[src/verilog/sarseq_regs.vh]
`ifndef SARSEQ_REGS_VH
`define SARSEQ_REGS_VH

`define SARSEQ_CLK_MHZ 100
`define SARSEQ_BITS 8
`define SARSEQ_CONV_CYCLES 8
`define SARSEQ_CONV_TIME_NS 2000
`define SARSEQ_EDGE_DELAY_NS 50
`define SARSEQ_EDGE_DELAY_CYC ((`SARSEQ_EDGE_DELAY_NS * `SARSEQ_CLK_MHZ + 999) / 1000)
`define SARSEQ_BIT_PERIOD_NS (`SARSEQ_CONV_TIME_NS / `SARSEQ_CONV_CYCLES)
`define SARSEQ_OSC_HALF_CYC ((`SARSEQ_BIT_PERIOD_NS * `SARSEQ_CLK_MHZ) / 2000)
`define SARSEQ_FIFO_DEPTH 16
`define SARSEQ_FIFO_AW 4

`define SARSEQ_ST_IDLE 2'h0
`define SARSEQ_ST_ARM 2'h1
`define SARSEQ_ST_CONV 2'h2

`define SARSEQ_RST_WORD 8'h00
`define SARSEQ_TRIAL_MSB 8'h80
`define SARSEQ_RST_INT_N 1'b1
`define SARSEQ_RST_BUSY_N 1'b1

`endif
[src/verilog/sarseq.v]
// Overview of operation
// - binary or twos complement per supply strap
// - start on start fall or select-read low
// - reset pin clears interrupt, not conversion
// - uncleared interrupt never stalls conversions
// - sample captured 50 ns after start
// - msb decided 50 ns after second edge
// - edges within 50 ns of start skipped
// - later bits decided 50 ns after edges
// - copy approximation to latch, then clear
// - eight clock cycles, eight-bit parallel result
// - hold at start, track when busy rises
// - internal oscillator stops after conversion ends
// - two microsecond conversion at nominal clock
// - busy low for whole conversion
// - interrupt low at end, cleared by strobes
// - start line acts without device select
`include "sarseq_regs.vh"

module sarseq_fifo #(
   parameter WIDTH = `SARSEQ_BITS,
   parameter DEPTH = `SARSEQ_FIFO_DEPTH,
   parameter AW = `SARSEQ_FIFO_AW
) (
   input wire clk,
   input wire rst,
   input wire in_valid,
   output reg in_ready,
   input wire [WIDTH-1:0] in_data,
   output reg out_valid,
   input wire out_ready,
   output reg [WIDTH-1:0] out_data
);
   reg [WIDTH-1:0] mem [0:DEPTH-1];
   reg [AW-1:0] wr_ptr;
   reg [AW-1:0] rd_ptr;
   reg [AW:0] count;
   wire push;
   wire pop;
   wire [AW-1:0] next_rd;
   reg [AW:0] next_count;

   assign push = in_valid & in_ready;
   assign pop = out_valid & out_ready;
   assign next_rd = pop ? rd_ptr + 1'b1 : rd_ptr;

   always @* begin
      next_count = count;
      if (push & ~pop) begin
         next_count = count + 1'b1;
      end else if (pop & ~push) begin
         next_count = count - 1'b1;
      end
   end

   always @(posedge clk) begin
      if (push) begin
         mem[wr_ptr] <= in_data;
      end
   end

   // registered read port keeps the result bus straight off a flop
   // a word pushed into an empty buffer bypasses the array
   always @(posedge clk) begin
      if (rst) begin
         out_data <= {WIDTH{1'b0}};
      end else if (push & (next_rd == wr_ptr)) begin
         out_data <= in_data;
      end else begin
         out_data <= mem[next_rd];
      end
   end

   // flags registered so the ports come from flip-flops
   always @(posedge clk) begin
      if (rst) begin
         wr_ptr <= {AW{1'b0}};
         rd_ptr <= {AW{1'b0}};
         count <= {(AW+1){1'b0}};
         in_ready <= 1'b1;
         out_valid <= 1'b0;
      end else begin
         if (push) begin
            wr_ptr <= wr_ptr + 1'b1;
         end
         if (pop) begin
            rd_ptr <= rd_ptr + 1'b1;
         end
         count <= next_count;
         in_ready <= (next_count != DEPTH[AW:0]);
         out_valid <= (next_count != {(AW+1){1'b0}});
      end
   end
endmodule

module sarseq #(
   parameter BITS = `SARSEQ_BITS,
   parameter EDGE_DELAY = `SARSEQ_EDGE_DELAY_CYC,
   parameter OSC_HALF = `SARSEQ_OSC_HALF_CYC
) (
   input wire clk,
   input wire rst,
   input wire reset_n,
   input wire conv_start_n,
   input wire cs_n,
   input wire rd_n,
   input wire ext_conv_clk,
   input wire use_internal_osc,
   input wire neg_supply,
   input wire comp_high,
   input wire [BITS-1:0] dac_bus_word,
   output reg [BITS-1:0] dac_code,
   output reg [BITS-1:0] approximation_register,
   output reg [BITS-1:0] data_out,
   output reg busy_n,
   output reg int_n,
   output reg hold,
   output reg sample_strobe,
   output reg osc_run,
   output reg osc_clk,
   output wire result_valid,
   input wire result_ready,
   output wire [BITS-1:0] result_data
);
   reg [1:0] state;
   reg start_prev_n;
   reg csrd_prev;
   reg cs_prev_n;
   reg rd_prev_n;
   reg clk_prev;
   reg [7:0] win_cnt;
   reg [7:0] dec_cnt;
   reg dec_pend;
   reg [3:0] bit_idx;
   reg [7:0] samp_cnt;
   reg [7:0] osc_cnt;
   reg push_valid;
   reg [BITS-1:0] push_data;
   wire fifo_ready;
   wire csrd_low;
   wire start_req;
   wire conv_clk_sel;
   wire conv_fall;
   wire strobe_rise;
   reg [BITS-1:0] next_approx;

   // msb inversion maps offset binary to twos complement and back
   function [BITS-1:0] fmt;
      input [BITS-1:0] word;
      input neg;
      begin
         fmt = neg ? {~word[BITS-1], word[BITS-2:0]} : word;
      end
   endfunction

   // one decode for the start, shared by the sequencer and the sample timer
   function start_ok;
      input [1:0] st;
      input req;
      input room;
      begin
         start_ok = (st == `SARSEQ_ST_IDLE) & req & room;
      end
   endfunction

   assign csrd_low = ~cs_n & ~rd_n;
   // start line is deliberately not qualified by select
   assign start_req = (start_prev_n & ~conv_start_n) | (csrd_low & ~csrd_prev);
   assign conv_clk_sel = use_internal_osc ? osc_clk : ext_conv_clk;
   assign conv_fall = clk_prev & ~conv_clk_sel;
   assign strobe_rise = (~cs_prev_n & cs_n) | (~rd_prev_n & rd_n);

   always @* begin
      next_approx = approximation_register;
      if (~comp_high) begin
         next_approx[bit_idx[2:0]] = 1'b0;
      end
      if (bit_idx != 4'h0) begin
         next_approx[bit_idx[2:0] - 3'h1] = 1'b1;
      end
   end

   // dac word follows the same format strap as the result
   always @(posedge clk) begin
      if (rst) begin
         dac_code <= `SARSEQ_RST_WORD;
      end else begin
         dac_code <= fmt(dac_bus_word, neg_supply);
      end
   end

   always @(posedge clk) begin
      if (rst) begin
         start_prev_n <= 1'b1;
         csrd_prev <= 1'b0;
         cs_prev_n <= 1'b1;
         rd_prev_n <= 1'b1;
         clk_prev <= 1'b0;
      end else begin
         start_prev_n <= conv_start_n;
         csrd_prev <= csrd_low;
         cs_prev_n <= cs_n;
         rd_prev_n <= rd_n;
         clk_prev <= conv_clk_sel;
      end
   end

   // internal oscillator runs only while converting
   // restarts low, so its first fall comes a full period in
   always @(posedge clk) begin
      if (rst) begin
         osc_cnt <= 8'h00;
         osc_clk <= 1'b0;
      end else if (~osc_run) begin
         osc_cnt <= 8'h00;
         osc_clk <= 1'b0;
      end else if (osc_cnt == OSC_HALF[7:0] - 8'h01) begin
         osc_cnt <= 8'h00;
         osc_clk <= ~osc_clk;
      end else begin
         osc_cnt <= osc_cnt + 8'h01;
      end
   end

   always @(posedge clk) begin
      if (rst) begin
         state <= `SARSEQ_ST_IDLE;
         approximation_register <= `SARSEQ_RST_WORD;
         data_out <= `SARSEQ_RST_WORD;
         busy_n <= `SARSEQ_RST_BUSY_N;
         hold <= 1'b0;
         osc_run <= 1'b0;
         win_cnt <= 8'h00;
         dec_cnt <= 8'h00;
         dec_pend <= 1'b0;
         bit_idx <= 4'h0;
         push_valid <= 1'b0;
         push_data <= `SARSEQ_RST_WORD;
      end else begin
         push_valid <= 1'b0;
         case (state)
            `SARSEQ_ST_IDLE: begin
               // starts during a conversion are ignored; a start while the fifo is full is dropped, not held
               if (start_ok(state, start_req, fifo_ready)) begin
                  state <= `SARSEQ_ST_ARM;
                  busy_n <= 1'b0;
                  hold <= 1'b1;
                  osc_run <= use_internal_osc;
                  win_cnt <= 8'h00;
                  dec_pend <= 1'b0;
                  bit_idx <= BITS[3:0] - 4'h1;
                  approximation_register <= `SARSEQ_TRIAL_MSB;
               end
            end
            `SARSEQ_ST_ARM: begin
               // a falling edge too close to the start is not counted
               if (win_cnt < EDGE_DELAY[7:0]) begin
                  win_cnt <= win_cnt + 8'h01;
               end else if (conv_fall) begin
                  state <= `SARSEQ_ST_CONV;
               end
            end
            `SARSEQ_ST_CONV: begin
               // a fall before the decision is due restarts its delay
               if (conv_fall) begin
                  dec_pend <= 1'b1;
                  dec_cnt <= EDGE_DELAY[7:0] - 8'h01;
               end else if (dec_pend) begin
                  if (dec_cnt != 8'h00) begin
                     dec_cnt <= dec_cnt - 8'h01;
                  end else begin
                     dec_pend <= 1'b0;
                     if (bit_idx == 4'h0) begin
                        // one decision per cycle, eight cycles total
                        data_out <= fmt(next_approx, neg_supply);
                        push_data <= fmt(next_approx, neg_supply);
                        push_valid <= 1'b1;
                        approximation_register <= `SARSEQ_RST_WORD;
                        busy_n <= 1'b1;
                        hold <= 1'b0;
                        osc_run <= 1'b0;
                        state <= `SARSEQ_ST_IDLE;
                     end else begin
                        approximation_register <= next_approx;
                        bit_idx <= bit_idx - 4'h1;
                     end
                  end
               end
            end
            default: begin
               state <= `SARSEQ_ST_IDLE;
            end
         endcase
      end
   end

   always @(posedge clk) begin
      if (rst) begin
         samp_cnt <= 8'h00;
         sample_strobe <= 1'b0;
      end else begin
         sample_strobe <= 1'b0;
         // counted from the very cycle the start is taken
         if (start_ok(state, start_req, fifo_ready)) begin
            samp_cnt <= EDGE_DELAY[7:0];
         end else if (samp_cnt != 8'h00) begin
            samp_cnt <= samp_cnt - 8'h01;
            sample_strobe <= (samp_cnt == 8'h01);
         end
      end
   end

   // end of conversion wins over a clear in the same cycle
   always @(posedge clk) begin
      if (rst) begin
         int_n <= `SARSEQ_RST_INT_N;
      end else if (push_valid) begin
         int_n <= 1'b0;
      end else if (strobe_rise | ~reset_n) begin
         int_n <= 1'b1;
      end
   end

   sarseq_fifo #(
      .WIDTH(BITS),
      .DEPTH(`SARSEQ_FIFO_DEPTH),
      .AW(`SARSEQ_FIFO_AW)
   ) u_fifo (
      .clk(clk),
      .rst(rst),
      .in_valid(push_valid),
      .in_ready(fifo_ready),
      .in_data(push_data),
      .out_valid(result_valid),
      .out_ready(result_ready),
      .out_data(result_data)
   );
endmodule

[config.mk]
export PLATFORM = sky130hd
export DESIGN_NAME = sarseq
export DESIGN_NICKNAME = d
export VERILOG_FILES = /design/src/verilog/sarseq.v
export VERILOG_INCLUDE_DIRS = /design/src /design/src/verilog
export SDC_FILE = /design/constraint.sdc
export NUM_CORES = 1
export LEC_CHECK = 0
export BUFFER_PORTS_ARGS = -buffer_cell sky130_fd_sc_hd__buf_2
export CAP_MARGIN = 15
export CORE_MARGIN = 5
export CORE_UTILIZATION = 35
export DETAILED_ROUTE_END_ITERATION = 12
export GPL_ROUTABILITY_DRIVEN = 0
export GPL_TIMING_DRIVEN = 0
export PLACE_DENSITY = 0.6
export SLEW_MARGIN = 25
export SYNTH_ARGS = -nofsm -noshare
export SYNTH_HDL_FRONTEND = slang
export SYNTH_SLANG_ARGS = --single-unit
[constraint.sdc]
create_clock -name clk -period 2.3 [get_ports clk]
set_input_delay 0.46 -clock clk [delete_from_list [all_inputs] [get_ports clk]]
set_output_delay 0.46 -clock clk [all_outputs]
set_load 0.05 [all_outputs]
==> metrics.md <==
| Metric | Value |
|---|---|
| Die X | approximately 180 microns |
| Worst Clk Skew | about 0.024 ns |
| CTS tree | yes |
| Period utilisation layout | 100.0% |
| Initial core utilization | a little over a third |
| Synthesized flop and latch total | between 200 and 250 |
| Clock-pin transition on the worst setup and hold timing paths | about 0.07 ns |
| Htree depth | 1 |
| Core Area | 0.02695 sq mm |
| Final net count | about 960 |
| Run status | finished, violations left |
| Row count | 60 |
| Unrepaired setup endpoints after global routing | true |
| Initial antenna violation count | 0 |
| Yosys cell types | between 50 and 60 |
| GR Util All Layers | 14.84% |
| Syn. warnings | 0 |
| Number of CTS-inserted buffers | 24 |
| Setup CP Type | flip-flop to flip-flop |
| Share of layout cells above drive strength 1 | 20.74% |
| Post-synth EDFFs | 128 |
| Pre-Repair DR Iteration Count | 5 |
| Clock root buffer | clkbuf_16 |
| Async S/R FF share, synth | 0% |
| Syn_area_per_cell | ~11 sq um |
| Slew margin rel. | 31.29% |
| Detailed Route WL | ~23000 microns |
| Worst-margin pin slew | slightly above 1 ns |
| Setup violators final | 1 |
| Top cells by area, synth | edfxtp_1 (40%), dfxtp_1 (21%), nor2_1 (4.0%), mux2i_1 (3.1%), nand2_1 (3.0%) |
| # DRC | 0 |
| Max cap viols | 0 |
| # IOs | 58 |
| Clk sink count | roughly 230 |
| Die height | 175.3 microns |
| First-pass GRT wire length | between 30000 and 40000 microns |
| Port buffer count | 56 |
| Routed WL per cell | roughly 18 microns |
| Synth area leader | edfxtp_1 |
| Crit path arrival time | roughly 2.7 ns |
| Hpwl dp | ~16000 microns |
| Crit-path max FO | 10 |
| Sequential fraction of the synthesis area | 60.69% |
| Post-synth top cells | edfxtp_1 (128), nor2_1 (102), dfxtp_1 (98) |
| Vias in the first global route | about 6500 |
| Final worst slack | -0.001078 ns |
| Failing checks | setup timing |
| Final hold violation count | 0 |
| Largest net degree at the start of global routing | 20 |
| Mapped Cells | about 830 |
| Critical Path Sink Type | flip-flop |
| Power per cell area | 917.9 mW/mm^2 |
| Fin. max-slew vios | 0 |
| Final min period | between 2 and 2.5 ns |
| WP data required | 2.72 ns |
| Fill count | 2516 |
| Hold Buf Count CTS | 0 |
| Dominant synthesized flop cell | edfxtp_1 |
| Synth Net Count | slightly below 900 |
| Area delta synth->final | 19.93% |
| Worst-Skew Late Latency | between 0.5 and 0.6 ns |
| Vias per cell | 5.220 |
| Achievable Freq | roughly 430 MHz |
| Setup TNS | -0.001078 ns |
| # diodes | 0 |
| Post-route ant nets | 0 |
| Die area | 0.03074 sq mm |
| Setup WS pre-CTS | -0.8031 ns |
| Count leader, synth | edfxtp_1 |
| Initial drt markers | between 500 and 600 |
| Mapped Area | around 0.0096 sq mm |
| Area fraction of the dominant cell type after synthesis | 40.18% |
| CP Launch Type | flip-flop |
| Via count | around 6700 |
| Longest Clk Path Bufs | 3 |
| Hold crit path type | input pin to flip-flop |
| Leakage dissipation | between 0.004 and 0.005 uW |
| Maximum VDD drop | 0.4714 mV |
| GRT overflow | 0 |
[worst paths after layout]
kind | from | to | slack (ns) | cells past startpoint
setup / recovery | u_fifo.rd_ptr[1]$_SDFF_PP0_ | u_fifo.out_data[0]$_SDFF_PP0_ | -0.001 | 8
hold / removal | cs_n | csrd_prev$_SDFF_PP0_ | 0.14 | 2
setup reg to reg | u_fifo.rd_ptr[1]$_SDFF_PP0_ | u_fifo.out_data[0]$_SDFF_PP0_ | -0.001 | 8
hold reg to reg | osc_cnt[0]$_SDFF_PP0_ | osc_cnt[0]$_SDFF_PP0_ | 0.47 | 1
[per-stage QoR]
step / hold slack [ns] / util [%] / total power [uW] / instances / area (sq um)
2_1_floorplan: 0.4373 / - / 6075 / 832 / 9577
3_3_place_gp: 0.4594 / 38.16 / 6532 / 1229 / 10280
3_5_place_dp: 0.4655 / 38.19 / 6557 / 1229 / 10290
4_1_cts: 0.1225 / 42.18 / 10600 / 1278 / 11370
5_1_grt: 0.1365 / 42.57 / 11050 / 1281 / 11470
6_report: 0.1386 / 42.57 / 10530 / 1281 / 11470
[kinds of logic (layout without fill, tap and decap cells)]
group	count (synthesis)	after routing	share of synthesized area (%)
muxes	39	39	5.140
and+or+nand+nor	285	285	13.81
DFF	226	226	60.69
AOI/OAI and AO/OA	169	169	12.48
adders and majority gates	15	15	1.962
buffers and inverters	59	167	2.354
xor gates and xnor gates	39	39	3.571
[final cells by class]
| type | count | area (sq um) | share of cell area (%) |
|---|---|---|---|
| clock inverters | 11 | 75.07 | 0.6543 |
| flip-flops and latches | 226 | 5818 | 50.71 |
| well taps | 341 | 426.7 | 3.719 |
| plain buffers | 33 | 167.7 | 1.461 |
| multi-input cells | 547 | 3759 | 32.76 |
| inverters | 21 | 78.83 | 0.6870 |
| repair buffers | 69 | 390.4 | 3.402 |
| clock buffers | 33 | 758.2 | 6.609 |
[placed cells by master, fill, tap and decap left out, types with 8 or more instances in the layout]
| cell | n |
|---|---|
| nand3_1 | 21 |
| xnor2_1 | 16 |
| clkbuf_2 | 10 |
| mux4_2 | 8 |
| clkbuf_1 | 15 |
| nand2_1 | 76 |
| o22a_1 | 12 |
| a32o_1 | 9 |
| nor2b_1 | 10 |
| o21ai_0 | 20 |
| a211oi_1 | 17 |
| xor2_1 | 19 |
| nor2_1 | 92 |
| nand2b_1 | 10 |
| buf_2 | 57 |
| mux2i_1 | 30 |
| nor2_2 | 10 |
| edfxtp_1 | 128 |
| ha_1 | 14 |
| a31oi_1 | 19 |
| a21oi_1 | 42 |
| inv_1 | 20 |
| dfxtp_1 | 90 |
| and3_1 | 20 |
| buf_4 | 15 |
| clkbuf_16 | 27 |
[layer usage]
metal,vias to the layer above,routed length [microns],share of wire (%),GRT usage (%)
li1,3249,-,-,-
met1,3219,10600,45,20.64
met2,180,10850,46,24.20
met3,39,1382,5.9,2.734
met4,0,502,2.2,3.568
met5,-,0,0,0
[worst max-delay path, stage by stage (launching register included)]
cell	delay, ns
dfxtp_2	0.43
ha_1	0.19
nand3_2	0.16
xor2_4	0.28
clkbuf_4	0.24
a211oi_1	0.28
a31oi_1	0.12
o22a_1	0.21
a32o_1	0.26
[sequential cells by signal, indices dropped and copies added (netlist names), 4 cells and up]
signal and count:
approximation_register 8, bit_idx 4, dac_code 8, dec_cnt 8, osc_cnt 8, push_data 8
samp_cnt 8, u_fifo.count 5, u_fifo.mem 128, u_fifo.out_data 8, u_fifo.rd_ptr 4, u_fifo.wr_ptr 4
win_cnt 8
[where the power goes]
group          total, uW  internal (uW)  switching [uW]  leakage (uW)
Combinational       2020            792            1230       0.00169
Sequential          4590           4400             188       0.00201
Clock               3920           2320            1600      0.000423
Total              10500           7510            3020       0.00412
[what timing repair did]
item,CTS,global route
pin swaps,6,1
gates resized for setup,50,28
setup buffers,9,4
endpoints found under the setup margin,68,108
(Power assumes the default switching activity.)
